`src/verilog/kwhr_pkg.sv`:
```
// package: constants and types for the key wakeup halt release block
package kwhr_pkg;
    // register map
    localparam logic [7:0] KEY_WAKE_ENABLE_ADDR = 8'h31; // enable register, write only
    localparam logic [7:0] KEY_PORT_DATA_ADDR = 8'h32; // pin level readback
    localparam logic [7:0] HALT_CTRL_ADDR = 8'h33; // halt request and release style
    localparam logic [7:0] HALT_STAT_ADDR = 8'h34; // halt state readback
    // field positions
    localparam int KEY_EN_LSB = 4; // enable bits 7..4 map to pins 5..2
    localparam int KEY_NUM = 4; // number of key wake pins
    localparam int CTRL_HALT_BIT = 0; // write 1 requests halt entry
    localparam int CTRL_LEVEL_BIT = 1; // 1 level style, 0 edge style
    localparam int STAT_HALT_BIT = 0; // halted flag
    localparam int STAT_WARM_BIT = 1; // warm-up running flag
    // reset values
    localparam logic [3:0] KEY_EN_RESET = 4'h0;
    localparam logic KEY_LEVEL_RESET = 1'b0;
    // warm-up time and its cycle count at 50 MHz
    localparam int WARM_NS = 1000; // warm-up time in ns, plain default
    localparam int CLK_NS = 20;
    localparam int WARM_CYC = (WARM_NS + CLK_NS - 1) / CLK_NS;
    // halt sequencer states
    typedef enum logic [2:0] {
        KWHR_RUN = 3'b001,
        KWHR_HALT = 3'b010,
        KWHR_WARM = 3'b100
    } kwhr_state_t;
    // register bus request bundle
    typedef struct packed {
        logic [7:0] addr;
        logic [7:0] wdata;
        logic wr;
        logic rd;
    } kwhr_bus_t;
endpackage : kwhr_pkg

```
`src/verilog/kwhr_top.sv`:
```
// top of the key wakeup halt release block with its register port
//
// The implementer's own choice: the strobed register port.
`timescale 1ns/1ps
`default_nettype none
// Function
// release pin and four keys release halt
// one enable bit per key pin
// write-only enable register, bits 7..4, reset zero
// enabled low key starts release
// halt entered only by software control write
// pending release at entry skips halt
// software checks enabled keys high first
// key pin levels readable through port data
// level style high pin, edge style rising
// edge style: keys disabled or held high
// release pin held low with keys
// key pins configured as inputs first
// wake pin never analog input
// or of keys with pin, clockless; the code ors the keys in only in level style
module kwhr_top #(
    parameter int WARM_CYCLES = kwhr_pkg::WARM_CYC // warm-up length in cycles
) (
    input wire logic CLK_SYS, // 50 MHz system clock
    input wire logic SYS_RST, // async reset, active high
    input wire logic [7:0] ADDR, // register address
    input wire logic [7:0] WDATA, // write data
    input wire logic WR, // write strobe
    input wire logic RD, // read strobe
    output logic [7:0] RDATA, // read data, cycle after the strobe
    input wire logic REL_PIN, // dedicated release pin
    input wire logic [3:0] KEY_PINS, // key wake pins 5..2 as bits 3..0
    output logic HALTED, // core clock stopped
    output logic WARMING, // warm-up in progress
    output logic WAKE_REQ // raw release request, no clock needed
);
    // ****************************************************************
    // bus decode
    // ****************************************************************
    kwhr_pkg::kwhr_bus_t bus; // bundled request
    assign bus = '{addr: ADDR, wdata: WDATA, wr: WR, rd: RD};
    // writes land only at the enable and control offsets; all others are dropped
    wire wr_en = bus.wr && bus.addr == kwhr_pkg::KEY_WAKE_ENABLE_ADDR; // enable write
    wire wr_ctrl = bus.wr && bus.addr == kwhr_pkg::HALT_CTRL_ADDR; // control write
    // ****************************************************************
    // registers
    // ****************************************************************
    // the enables cannot be read back, so software must keep its own copy
    logic [3:0] key_en_reg; // key enables
    logic level_reg; // release style
    logic rel_past_reg; // release pin delayed for edge style
    logic [7:0] rdata_reg; // read data
    kwhr_pkg::kwhr_state_t state_reg, state_next; // halt sequencer
    logic [15:0] warm_cnt_reg, warm_cnt_next; // warm-up counter
    logic key_req; // any enabled key low
    logic rel_req; // combined release request

    // release detection is pure logic, so it works with the clock stopped
    // limitation: the edge-style detector still leans on one flop, so a pin
    // that falls and rises again between two clock edges is missed
    kwhr_detect u_detect (
        .key_pins(KEY_PINS),
        .key_en(key_en_reg),
        .rel_pin(REL_PIN),
        .rel_pin_past(rel_past_reg),
        .level_style(level_reg),
        .key_req(key_req),
        .rel_req(rel_req)
    );
    assign WAKE_REQ = rel_req;

    // at entry the level check covers pin high or enabled key low
    // the style bit is ignored here on purpose: a high pin blocks entry in
    // both styles, and so does any enabled key held low
    wire entry_block = REL_PIN | key_req;
    wire halt_cmd = wr_ctrl && bus.wdata[kwhr_pkg::CTRL_HALT_BIT];

    // enable and style registers; write-only enables
    always_ff @(posedge CLK_SYS or posedge SYS_RST) begin
        if (SYS_RST) begin
            key_en_reg <= kwhr_pkg::KEY_EN_RESET;
            level_reg <= kwhr_pkg::KEY_LEVEL_RESET;
            rel_past_reg <= 1'b0;
        end else begin
            // the low nibble of an enable write is don't-care and dropped
            if (wr_en) begin
                key_en_reg <= bus.wdata[kwhr_pkg::KEY_EN_LSB +: kwhr_pkg::KEY_NUM];
            end
            // the halt bit is a command and is not stored; only the style is kept
            if (wr_ctrl) begin
                level_reg <= bus.wdata[kwhr_pkg::CTRL_LEVEL_BIT];
            end
            // past copy of the release pin feeds the edge-style detector
            rel_past_reg <= REL_PIN;
        end
    end

    // ****************************************************************
    // halt sequencer
    // ****************************************************************
    // one-hot run, halt and warm states; a halt write outside run is ignored
    always_comb begin
        state_next = state_reg;
        warm_cnt_next = warm_cnt_reg;
        case (state_reg)
            kwhr_pkg::KWHR_RUN: begin
                if (halt_cmd) begin
                    // a pending release skips the halt entirely
                    state_next = entry_block ? kwhr_pkg::KWHR_WARM : kwhr_pkg::KWHR_HALT;
                    warm_cnt_next = 16'(WARM_CYCLES - 1);
                end
            end
            kwhr_pkg::KWHR_HALT: begin
                if (rel_req) begin
                    state_next = kwhr_pkg::KWHR_WARM;
                    warm_cnt_next = 16'(WARM_CYCLES - 1);
                end
            end
            kwhr_pkg::KWHR_WARM: begin
                // count down to zero, then hand back to run
                if (warm_cnt_reg == 16'h0000) begin
                    state_next = kwhr_pkg::KWHR_RUN;
                end else begin
                    warm_cnt_next = warm_cnt_reg - 16'h0001;
                end
            end
            default: begin
                // illegal code: recover to run rather than lock up
                state_next = kwhr_pkg::KWHR_RUN;
            end
        endcase
    end

    // state flops
    always_ff @(posedge CLK_SYS or posedge SYS_RST) begin
        if (SYS_RST) begin
            state_reg <= kwhr_pkg::KWHR_RUN;
            warm_cnt_reg <= 16'h0000;
        end else begin
            state_reg <= state_next;
            warm_cnt_reg <= warm_cnt_next;
        end
    end

    // status outputs decode straight from the one-hot state register
    assign HALTED = state_reg == kwhr_pkg::KWHR_HALT;
    assign WARMING = state_reg == kwhr_pkg::KWHR_WARM;

    // ****************************************************************
    // read path
    // ****************************************************************
    // enable register reads zero since it is write only; pins read live
    // unmapped offsets read zero as well
    wire [7:0] rd_mux =
        (bus.addr == kwhr_pkg::KEY_PORT_DATA_ADDR) ? {4'h0, KEY_PINS} :
        (bus.addr == kwhr_pkg::HALT_CTRL_ADDR) ? {6'h00, level_reg, 1'b0} :
        (bus.addr == kwhr_pkg::HALT_STAT_ADDR) ? {6'h00, WARMING, HALTED} :
        8'h00;

    // read data stands only in the cycle after the strobe
    always_ff @(posedge CLK_SYS or posedge SYS_RST) begin
        if (SYS_RST) begin
            rdata_reg <= 8'h00;
        end else begin
            rdata_reg <= bus.rd ? rd_mux : 8'h00;
        end
    end
    assign RDATA = rdata_reg;
endmodule : kwhr_top
`default_nettype wire

```
`src/verilog/kwhr_detect.sv`:
```
// combinational release detector, needs no running clock
`timescale 1ns/1ps
`default_nettype none
module kwhr_detect (
    input wire logic [3:0] key_pins, // key wake pins 5..2 as bits 3..0
    input wire logic [3:0] key_en, // per-pin enables
    input wire logic rel_pin, // dedicated release pin
    input wire logic rel_pin_past, // release pin one cycle earlier
    input wire logic level_style, // 1 level style, 0 edge style
    output logic key_req, // any enabled key low
    output logic rel_req // combined release request
);
    // key request: or of enabled, low pins
    assign key_req = |(key_en & ~key_pins);
    // release pin: high level or rising edge by style
    wire pin_req = level_style ? rel_pin : (rel_pin & ~rel_pin_past);
    // keys only release in level style; edge style leaves them out of rel_req
    assign rel_req = pin_req | (level_style & key_req);
endmodule : kwhr_detect
`default_nettype wire

```
`config.mk`:
```
export PLATFORM = sky130hd
export DESIGN_NAME = kwhr_top
export DESIGN_NICKNAME = d
export VERILOG_FILES = /design/src/verilog/kwhr_pkg.sv /design/src/verilog/kwhr_top.sv /design/src/verilog/kwhr_detect.sv
export SDC_FILE = /design/constraint.sdc
export NUM_CORES = 1
export LEC_CHECK = 0
export BUFFER_PORTS_ARGS = -buffer_cell sky130_fd_sc_hd__buf_2
export CORE_AREA = 3 3 65 67
export DETAILED_ROUTE_END_ITERATION = 7
export DIE_AREA = 0 0 68 70
export GPL_TIMING_DRIVEN = 0
export PLACE_DENSITY = 0.77
export SLEW_MARGIN = 20
export SYNTH_ARGS = -nofsm -noshare
export SYNTH_HDL_FRONTEND = slang
export SYNTH_HIERARCHICAL = 1
export SYNTH_SLANG_ARGS = --single-unit
export TNS_END_PERCENT = 50
```
`constraint.sdc`:
```
create_clock -name CLK_SYS -period 1.97 [get_ports CLK_SYS]
set_input_delay 0.197 -clock CLK_SYS [delete_from_list [all_inputs] [get_ports CLK_SYS]]
set_output_delay 0.197 -clock CLK_SYS [all_outputs]
set_load 0.1 [all_outputs]
```
==> metrics.md, run 1 <==
| Metric | Value |
|---|---|
| Status | `finished with violations` |
| Failing checks | `negative hold slack` |
| Clock Skews | `0.00522 ns` |
| NumNets Final | `244` |
| Worst-path clk slew | `0.06 ns` |
| Worst rel slew slack | `59.0%` |
| CTS Buf Count | `5` |
| Vias in the first global route | `1493` |
| Vias per cell | `5.77` |
| WS Path Type | `reg2reg` |
| Depth of the CTS H-tree | `2` |
| Port Buf Inserts | `29` |
| CP arrival | `2.11 ns` |
| CP Capture Type | `register` |
| WHS | `-0.00914 ns` |
| Fin area | `0.00220 mm^2` |
| Vias | `1536` |
| Die height | `70 um` |
| Slew at the pin closest to its max-slew limit | `0.613 ns` |
| Min-delay worst type | `in2async` |
| Yosys top cell area share | `39.6%` |
| CTS tree | `done` |
| Cell Area, Placed | `0.00200 mm^2` |
| Clk root buf | `clkbuf_8` |
| Synth area leaders | `dfrtp_1 40%, mux2_2 4.5%, a21oi_1 3.4%` |
| Synth Flop Type | `dfrtp_1` |
| Total wire length | `4.06 mm` |
| Number of enable flip-flop cells after synthesis | `0` |
| Total track usage | `18.4%` |
| Fraction of layout cells with a size suffix above 1 | `39.4%` |
| Initial antenna violation count | `0` |
| Placed insts | `255` |
| Power per cell area | `1200 mW/mm^2` |
| Detailed placer's ending HPWL | `2.86 mm` |
| Clock latency on the worst-skew pair | `0.28 ns` |
| Overflow after GRT | `0` |
| Row count | `22` |
| CORE AREA | `0.00369 mm^2` |
| Count leader, synth | `dfrtp_1` |
| Maximum vdd ir drop | `0.000623 V` |
| Clk sink count | `29` |
| Hold Vio Cnt, Final | `28` |
| Antenna diodes | `0` |
| TritonRoute pass-1 iters | `4` |
| Non-filler instance count after layout | `266` |
| Layout Utilization | `59.6%` |
| Async SR Flop Fraction | `100%` |
| Post-Syn Instances | `175` |
| GRT busiest layer | `met2` |
| First-pass GRT wire length | `6.73 mm` |
| Initial DRC Count | `59` |
| Die Wd | `68 um` |
| Crit path from | `warm_cnt_reg[0]` |
| Final period util | `98.5%` |
| Number of unique standard cell types used by synthesis | `61` |
| Setup TNS | `0 ns` |
| Leakage | `0.961 nW` |
| Die ar. | `0.00476 mm^2` |
| IO Pins | `36` |
| Final number of max-transition violations | `0` |
| Minimum clock period | `1.94 ns` |
| Gpl congestion | `0.788` |
| Avg WL per Cell | `15.3 um` |
| #FFs+latches synth | `29` |
| Top post-synthesis cells by count | `28 x dfrtp_1, 12 x a21oi_1, 11 x nor2_1` |
| Synth Cell Area | `0.00177 mm^2` |
| # Max-Cap Violations | `0` |
| Post-synthesis sequential area ratio | `41.1%` |
| Post-DRT Antenna Nets | `0` |
| Startpoint types | `register` |
| Starting density of the core | `48.0%` |
| Max Freq | `515 MHz` |
| Cell accounting for the most synthesized area | `dfrtp_1` |
| Worst-path fanout max | `6` |
| Maximum buffer depth of the clock tree | `2` |
| Hold buffers post-CTS | `0` |
| M1 GR Usage | `24.0%` |
| Synth warnings | `6` |
| Met3 Use GR | `4.82%` |
| Setup Viol. Count Final | `0` |
| Residual DRC count | `0` |
| Syn Area/Cell | `10.1 um^2` |
| R2r startpoint | `warm_cnt_reg[0]` |
| Met2 Resource Use GR | `28.4%` |
| WP data required | `2.14 ns` |
| P&R area growth vs syn | `24.3%` |
| Largest net degree at the start of global routing | `30` |
| Largest register FFs | `16` |
## routing by layer
layer | wire length (um) | part of all wire (%) | vias to the layer above
met5 | 0 | 0 | -
li1 | - | - | 752
met1 | 1800 | 44 | 745
met4 | 79 | 1.9 | 0
met3 | 168 | 4.1 | 8
met2 | 2010 | 50 | 31
## stage by stage
step / worst slack, ns / total power [mW]
floorplan: -0.0302 / 1.71
global placement: -0.103 / 1.95
detailed placement: -0.138 / 1.96
CTS: -0.0211 / 2.51
global route: -0.0194 / 2.84
finish: 0.0291 / 2.64
## layout make-up
class                           instances  area (um^2)
Buffer                                  7         43.8
Clock buffer                            7         86.3
Fill cell                             326         1490
Inverter                                8         35.0
Multi-Input combinational cell        133         1060
Sequential cell                        29          727
Tap cell                               48         60.1
Timing Repair Buffer                   34          189
## timing repair
item                                    in CTS  in global routing
pin swaps                                    1                  6
resized for setup                            2                 16
endpoints found under the setup margin      13                 15
buffers inserted                             2                  3
## critical path, cell delays in order (launching register included)
cell	delay, ns
dfrtp_1	0.42
inv_2	0.10
ha_4	0.15
nor3b_4	0.26
buf_4	0.16
nand3_2	0.15
nor3_2	0.19
a211oi_2	0.11
mux2_2	0.29
## power breakdown
part	switching, mW	leakage (nW)	internal (mW)	total (mW)
Clock	0.212	0.0443	0.276	0.488
Sequential	0.174	0.381	0.708	0.882
Combinational	0.772	0.536	0.496	1.27
## cell usage in the layout, fill, tap and decap left out, types with 2 or more instances in the layout
master	netlist	final
nor2_1	11	10
clkbuf_8	0	6
nor2b_1	3	3
a21oi_1	12	12
buf_2	2	30
a21o_1	5	5
dfrtp_1	28	28
nor4_4	1	2
or3_1	2	2
a31oi_1	6	6
inv_1	7	4
inv_2	0	3
conb_1	1	4
o21bai_1	2	2
nand2_1	6	6
mux2i_1	2	2
o211ai_1	2	2
nand2b_1	5	5
and3_4	1	2
o31ai_1	2	2
nor3_2	1	2
nand3b_1	2	2
mux2_2	7	7
and3_1	3	2
nand2b_2	2	2
a41oi_1	3	3
nand3_1	4	3
nor3_1	7	6
buf_4	4	9
a21oi_4	0	2
clkbuf_1	1	2
o21ai_0	9	8
## cells by family after synthesis
family / share of synthesized area (%)
mux: 5.59
compound gates: 26.2
other cells: 0.212
flops: 41.1
fa+ha+maj: 0.707
simple gates: 21.3
buf+inv: 4.88
## final timing paths
| path | cells past startpoint | to | slack, ns |
|---|---|---|---|
| min reg2reg | 1 | key_en_reg[3] | 0.51 |
| min | 2 | warm_cnt_reg[0] | -0.009 |
| max reg2reg | 8 | warm_cnt_reg[0] | 0.03 |
| min in group CLK_SYS | 1 | rel_past_reg | 0.07 |
| max in group asynchronous | 2 | RDATA[3] | 1.58 |
| max | 8 | warm_cnt_reg[0] | 0.03 |
No activity file was read; power rests on OpenSTA's default activity.
==> run 2: changes to the inputs <==
--- a/config.mk
+++ b/config.mk
@@ -6,14 +6,13 @@
 export NUM_CORES = 1
 export LEC_CHECK = 0
 export BUFFER_PORTS_ARGS = -buffer_cell sky130_fd_sc_hd__buf_2
-export CORE_AREA = 3 3 65 67
+export CORE_AREA = 3 3 62 64
 export DETAILED_ROUTE_END_ITERATION = 7
-export DIE_AREA = 0 0 68 70
+export DIE_AREA = 0 0 65 67
 export GPL_TIMING_DRIVEN = 0
-export PLACE_DENSITY = 0.77
+export PLACE_DENSITY = 0.79
 export SLEW_MARGIN = 20
 export SYNTH_ARGS = -nofsm -noshare
 export SYNTH_HDL_FRONTEND = slang
-export SYNTH_HIERARCHICAL = 1
 export SYNTH_SLANG_ARGS = --single-unit
 export TNS_END_PERCENT = 50
==> run 2 against run 1 <==
  * The run ends with negative setup slack left
  * Cell count is 2.3% higher
  * Flip-flop and latch count stayed put
  * Combinational power is 13% higher
  * First-iteration DRC count is 34% higher
  * Power is 1.8% higher
  * Wire length is 3.2% higher
  * Largest power group unchanged
==> metrics.md, run 2 <==
| Metric | Value |
|---|---|
| Avg WL per Cell | `15.4 um` |
| Slowest Stage Delay on Critical Path | `0.57 ns` |
| Adder-cell share of the synthesized area | `0.778%` |
| Die Wd | `65 um` |
| Starting density of the core | `48.2%` |
| Initial DRC Count | `79` |
| Maximum buffer depth of the clock tree | `2` |
| Post-synthesis sequential area ratio | `45.2%` |
| Post-Synth XOR/XNOR Area | `0%` |
| Crit path from | `warm_cnt_reg[15]` |
| Post-layout power | `2.69 mW` |
| Total track usage | `20.4%` |
| Final period util | `107%` |
| Detailed placer's ending HPWL | `2.64 mm` |
| Setup slack after layout | `-0.128 ns` |
| Number of unique standard cell types used by synthesis | `46` |
| # Max-Cap Violations | `0` |
| Synth area leaders | `dfrtp_1 44%, a31oi_1 3.9%, a21oi_1 3.7%` |
| Setup Viol. Count Final | `17` |
| CTS Buf Count | `5` |
| Post-synthesis simple-gate area fraction | `22.6%` |
| Overflow after GRT | `0` |
| Yosys top cell area share | `43.5%` |
| Port Buf Inserts | `29` |
| Minimum clock period | `2.10 ns` |
| Cell accounting for the most synthesized area | `dfrtp_1` |
| Synth Area in Compound Gates | `21.5%` |
| Worst path cell trace | `or4_4 -> nor4_4 -> nor2_2 -> buf_6 -> a31o_1 -> a31oi_1` |
| Largest family of logic cells by synthesized area | `simple AND/OR/NAND/NOR gates` |
| WHS | `0.0758 ns` |
| Status | `finished with violations` |
| Row count | `21` |
| Setup TNS | `-0.909 ns` |
| Count leader, synth | `dfrtp_1` |
| Post-Syn Instances | `169` |
| Worst rel slew slack | `48.5%` |
| NumNets Final | `251` |
| R2R depth | `6` |
| Failing checks | `negative setup slack` |
| Async SR Flop Fraction | `100%` |
| Antenna diodes | `0` |
| CTS tree | `done` |
| Min-delay worst type | `in2reg` |
| P&R area growth vs syn | `34.9%` |
| Vias per cell | `5.79` |
| Syn Area/Cell | `9.52 um^2` |
| Cell family contributing the most delay on the critical path | `simple AND/OR/NAND/NOR gates` |
| Worst-path clk slew | `0.10 ns` |
| Total wire length | `4.19 mm` |
| Post-DRT Antenna Nets | `0` |
| CP Capture Type | `register` |
| IO Pins | `36` |
| Cells on Worst Hold Path | `2` |
| Final number of max-transition violations | `0` |
| R2r startpoint | `warm_cnt_reg[15]` |
| Synth Cell Area | `0.00161 mm^2` |
| Fin area | `0.00217 mm^2` |
| Slew at the pin closest to its max-slew limit | `0.772 ns` |
| Reg2Reg Setup Slack | `-0.13 ns` |
| RR Endpoint | `warm_cnt_reg[14]` |
| Startpoint types | `register` |
| Maximum vdd ir drop | `0.000510 V` |
| CP bufs+invs | `1` |
| Worst-path fanout max | `5` |
| Most frequent cells in the layout | `28 x dfrtp_1, 28 x buf_2, 17 x buf_4, 13 x nand2_1, 11 x nor2_1` |
| Fraction of layout cells with a size suffix above 1 | `42.0%` |
| Mux share of post-synthesis cell area | `4.12%` |
| Top post-synthesis cells by count | `28 x dfrtp_1, 13 x nand2_1, 13 x nor2_1` |
| Power per cell area | `1240 mW/mm^2` |
| Die height | `67 um` |
| Synth warnings | `0` |
| Residual DRC count | `0` |
| Leakage | `1.02 nW` |
| CORE AREA | `0.00334 mm^2` |
| Clock latency on the worst-skew pair | `0.34 ns` |
| Max Freq | `477 MHz` |
| TritonRoute pass-1 iters | `4` |
| Filler Cell Count | `293` |
| Largest register FFs | `16` |
| Synth Flop Type | `dfrtp_1` |
| Die ar. | `0.00436 mm^2` |
| Clk root buf | `clkbuf_4` |
| WP data required | `2.22 ns` |
| First-pass GRT wire length | `6.56 mm` |
| RSZ-0062 raised after global routing | `yes` |
| HP Start | `WDATA[7]` |
| Hold Vio Cnt, Final | `0` |
| Depth of the CTS H-tree | `2` |
| Gpl congestion | `0.806` |
| Largest net degree at the start of global routing | `30` |
| CP arrival | `2.35 ns` |
| WS Path Type | `reg2reg` |
| #FFs+latches synth | `29` |
| Clk sink count | `29` |
| Hold Path End | `key_en_reg[3]` |
| Vias in the first global route | `1517` |
| Vias | `1575` |
| Initial antenna violation count | `0` |
| Clock Skews | `0.0167 ns` |
| Slowest cell on the critical path | `or4_4` |
| Number of enable flip-flop cells after synthesis | `0` |
| Cell Area, Placed | `0.00188 mm^2` |
## run 2: per-stage QoR
step	worst slack (ns)	cells	utilization, %
finish	-0.128	272	65.1
detailed placement	-0.296	247	56.3
global placement	-0.278	247	56.3
CTS	-0.189	266	61.6
floorplan	-0.0960	172	-
global route	-0.183	272	65.1
## run 2: area by class of cell
cell class,count,area (um^2),area share [%]
Multi-Input combinational cell,125,936,43.1
Sequential cell,29,727,33.5
Timing Repair Buffer,46,288,13.3
Clock buffer,8,58.8,2.71
Buffer,7,58.8,2.71
Tap cell,46,57.6,2.65
Inverter,11,45.0,2.07
## run 2: report_power, final
group,total (mW),switching (mW),internal (mW)
logic,1.43,0.825,0.609
clock network,0.384,0.208,0.176
registers,0.868,0.146,0.722
## run 2: timing repair
item,CTS,global route
gates resized for setup,13,15
hold buffers,1,1
endpoints found under the setup margin,19,20
gates cloned,1,0
buffers inserted,9,5
pin swaps,12,11
endpoints found under the hold margin,1,28
## run 2: logic make-up after synthesis
family | count (synthesis)
AO/OA/AOI/OAI | 51
adder cells (fa/ha/maj) | 1
buffers and inverters | 18
flip-flops | 29
multiplexers | 6
other | 1
AND/OR/NAND/NOR | 63
## run 2: worst max path at each step
stage	cells after the start	endpoint	slack [ns]
4_1_cts	8	warm_cnt_reg[14]	-0.19
5_1_grt	8	warm_cnt_reg[14]	-0.18
3_3_place_gp	7	warm_cnt_reg[7]	-0.28
3_5_place_dp	7	warm_cnt_reg[7]	-0.30
6_report	6	warm_cnt_reg[14]	-0.13
2_1_floorplan	5	warm_cnt_reg[7]	-0.1
## run 2: metal layers
metal / global-route usage (%) / vias to the layer above / wire length (um) / part of all wire [%]
met5: 0 / - / 0 / 0
met4: 12.7 / 0 / 111 / 2.6
met3: 7.08 / 12 / 285 / 6.8
met2: 34.6 / 50 / 2120 / 51
met1: 21.5 / 776 / 1680 / 40
li1: - / 737 / - / -
==> run 3: changes to the inputs <==
--- a/config.mk
+++ b/config.mk
@@ -6,11 +6,12 @@
 export NUM_CORES = 1
 export LEC_CHECK = 0
 export BUFFER_PORTS_ARGS = -buffer_cell sky130_fd_sc_hd__buf_2
-export CORE_AREA = 3 3 62 64
+export CORE_AREA = 3 3 61 63
+export CTS_BUF_LIST = sky130_fd_sc_hd__clkbuf_16
 export DETAILED_ROUTE_END_ITERATION = 7
-export DIE_AREA = 0 0 65 67
+export DIE_AREA = 0 0 64 66
 export GPL_TIMING_DRIVEN = 0
-export PLACE_DENSITY = 0.79
+export PLACE_DENSITY = 0.78
 export SLEW_MARGIN = 20
 export SYNTH_ARGS = -nofsm -noshare
 export SYNTH_HDL_FRONTEND = slang
==> constraint.sdc (replaced) <==
create_clock -name CLK_SYS -period 2.6 [get_ports CLK_SYS]
set_input_delay 0.26 -clock CLK_SYS [delete_from_list [all_inputs] [get_ports CLK_SYS]]
set_output_delay 0.26 -clock CLK_SYS [all_outputs]
set_load 0.1 [all_outputs]
==> run 3 against run 2 <==
  * The run now ends clean
  * Sequential share of layout area rose by 3.0 points
  * Largest power group unchanged
  * Clock skew is 0.014 ns lower
  * Clock-buffer cell count fell by 3
  * Sequential power down 24%
  * Wire length decreased by 13%
  * Register-to-register slack improved by 0.36 ns
  * Highest routed layer unchanged
  * Power shrank 22%
  * Critical path type unchanged
  * Flip-flop and latch count unchanged
  * Via count fell by 11%
  * Global-route usage fell by 1.4 points
==> metrics.md, run 3 (synthesis results as in run 2) <==
| Metric | Value |
|---|---|
| Status | `completed` |
| Worst-path clk slew | `0.05 ns` |
| Sequential share of power | `31.1%` |
| TritonRoute pass-1 iters | `4` |
| Setup Viol. Count Final | `0` |
| Worst-path fanout max | `5` |
| Most frequent cells in the layout | `29 x buf_2, 28 x dfrtp_1, 13 x nand2_1, 13 x nor2_1, 12 x a21oi_1` |
| P&R area growth vs syn | `24.0%` |
| Starting density of the core | `49.0%` |
| Avg WL per Cell | `14.3 um` |
| Largest register FFs | `16` |
| Total track usage | `19.0%` |
| Gate power share | `38.0%` |
| Vias | `1397` |
| First-pass GRT wire length | `6.07 mm` |
| Power per cell area | `1060 mW/mm^2` |
| Non-filler instance count after layout | `255` |
| Port Buf Inserts | `29` |
| Clock Skews | `0.00316 ns` |
| Clk sink count | `29` |
| Internal Power | `1.29 mW` |
| Detailed placer's ending HPWL | `2.60 mm` |
| CP arrival | `2.53 ns` |
| # Max-Cap Violations | `0` |
| Psw | `0.815 mW` |
| Placed insts | `247` |
| Hold Vio Cnt, Final | `0` |
| Die Wd | `64 um` |
| WP data required | `2.76 ns` |
| Setup TNS | `0 ns` |
| CTS Buf Count | `5` |
| Sw frac | `38.7%` |
| Vias in the first global route | `1309` |
| R2r startpoint | `warm_cnt_reg[0]` |
| Slew at the pin closest to its max-slew limit | `0.641 ns` |
| CORE AREA | `0.00328 mm^2` |
| Post-layout power | `2.11 mW` |
| RSZ-0062 raised after global routing | `no` |
| Clk root buf | `clkbuf_16` |
| Clock latency on the worst-skew pair | `0.28 ns` |
| Max Freq | `423 MHz` |
| Worst rel slew slack | `57.3%` |
| Clk network pwr share | `30.8%` |
| Final number of max-transition violations | `0` |
| Startpoint types | `register` |
| Reg2Reg Setup Slack | `0.23 ns` |
| Hold buffers post-CTS | `0` |
| Total wire length | `3.66 mm` |
| CTS tree | `done` |
| Min-delay worst type | `in2async` |
| WS Path Type | `reg2reg` |
| NumNets Final | `234` |
| Commonest non-fill, non-tap cell in the layout | `buf_2` |
| Maximum vdd ir drop | `0.000652 V` |
| IO Pins | `36` |
| Fraction of layout cells with a size suffix above 1 | `28.7%` |
| Antenna diodes | `0` |
| Crit path capture | `warm_cnt_reg[7]` |
| Vias per cell | `5.48` |
| Post-DRT Antenna Nets | `0` |
| CP Capture Type | `register` |
| Final period util | `91.0%` |
| Crit path from | `warm_cnt_reg[0]` |
| Register area | `727 um^2` |
| Die ar. | `0.00422 mm^2` |
| Multi-input gate area | `808 um^2` |
| RR Endpoint | `warm_cnt_reg[7]` |
| Maximum buffer depth of the clock tree | `2` |
| Initial antenna violation count | `0` |
| Largest net degree at the start of global routing | `30` |
| Residual DRC count | `0` |
| Minimum clock period | `2.37 ns` |
| Gpl congestion | `0.794` |
| Depth of the CTS H-tree | `2` |
| Overflow after GRT | `0` |
| Initial DRC Count | `58` |
| R2R depth | `7` |
| Row count | `21` |
| Leakage | `0.969 nW` |
| Die height | `66 um` |
| Filler Cell Count | `281` |
## run 3: worst max-delay path, cell delays in order, from the launching register on
cell      delay, ns
dfrtp_1        0.42
inv_1          0.10
ha_1           0.21
or4b_4         0.51
nor4_4         0.39
nand2b_1       0.27
nor2_1         0.09
a211o_1        0.26
## run 3: how the worst min path moves through the flow
stage,from,depth (start not counted),end
after floorplan,REL_PIN,0,rel_past_reg
after detailed placement,REL_PIN,1,rel_past_reg
after CTS,REL_PIN,1,rel_past_reg
after global routing,SYS_RST,2,key_en_reg[0]
final,SYS_RST,2,key_en_reg[3]
after global placement,REL_PIN,1,rel_past_reg
## run 3: area by class of cell
class / count / share of cell area, %
Buffer: 7 / 2.45
Clock buffer: 5 / 6.27
Clock inverter: 3 / 2.07
Inverter: 11 / 2.07
Multi-Input combinational cell: 125 / 40.5
Sequential cell: 29 / 36.4
Tap cell: 46 / 2.89
Timing Repair Buffer: 29 / 7.28
## run 3: power groups by stage
| stage | Combinational (mW) | Clock, mW | Sequential [mW] |
|---|---|---|---|
| after global routing | 0.894 | 0.679 | 0.671 |
| after detailed placement | 0.778 | 0 | 0.659 |
| after CTS | 0.792 | 0.658 | 0.654 |
| after global placement | 0.766 | 0 | 0.657 |
| final | 0.801 | 0.650 | 0.656 |
| after floorplan | 0.629 | 0 | 0.631 |
## run 3: through the flow
stage          setup WS [ns]  hold slack (ns)  area [um^2]  util, %
2_1_floorplan         0.0730            0.291         1620        -
3_3_place_gp           0.211            0.422         1820     55.5
3_5_place_dp           0.190            0.423         1820     55.5
4_1_cts                0.136            0.136         1990     60.6
5_1_grt               0.0604            0.105         1990     60.7
6_report               0.235           0.0497         1990     60.7
## run 3: timing repair
action / in CTS / in global routing
endpoints found under the setup margin: 0 / 2
resized for setup: 0 / 1
buffers inserted: 0 / 0
## run 3: metal layers
metal / wire length [um] / vias to the layer above / global-route usage (%)
li1: - / 700 / -
met1: 1700 / 660 / 24.4
met3: 117 / 11 / 3.57
met2: 1740 / 26 / 29.9
met4: 99 / 0 / 10.5
met5: 0 / - / 0
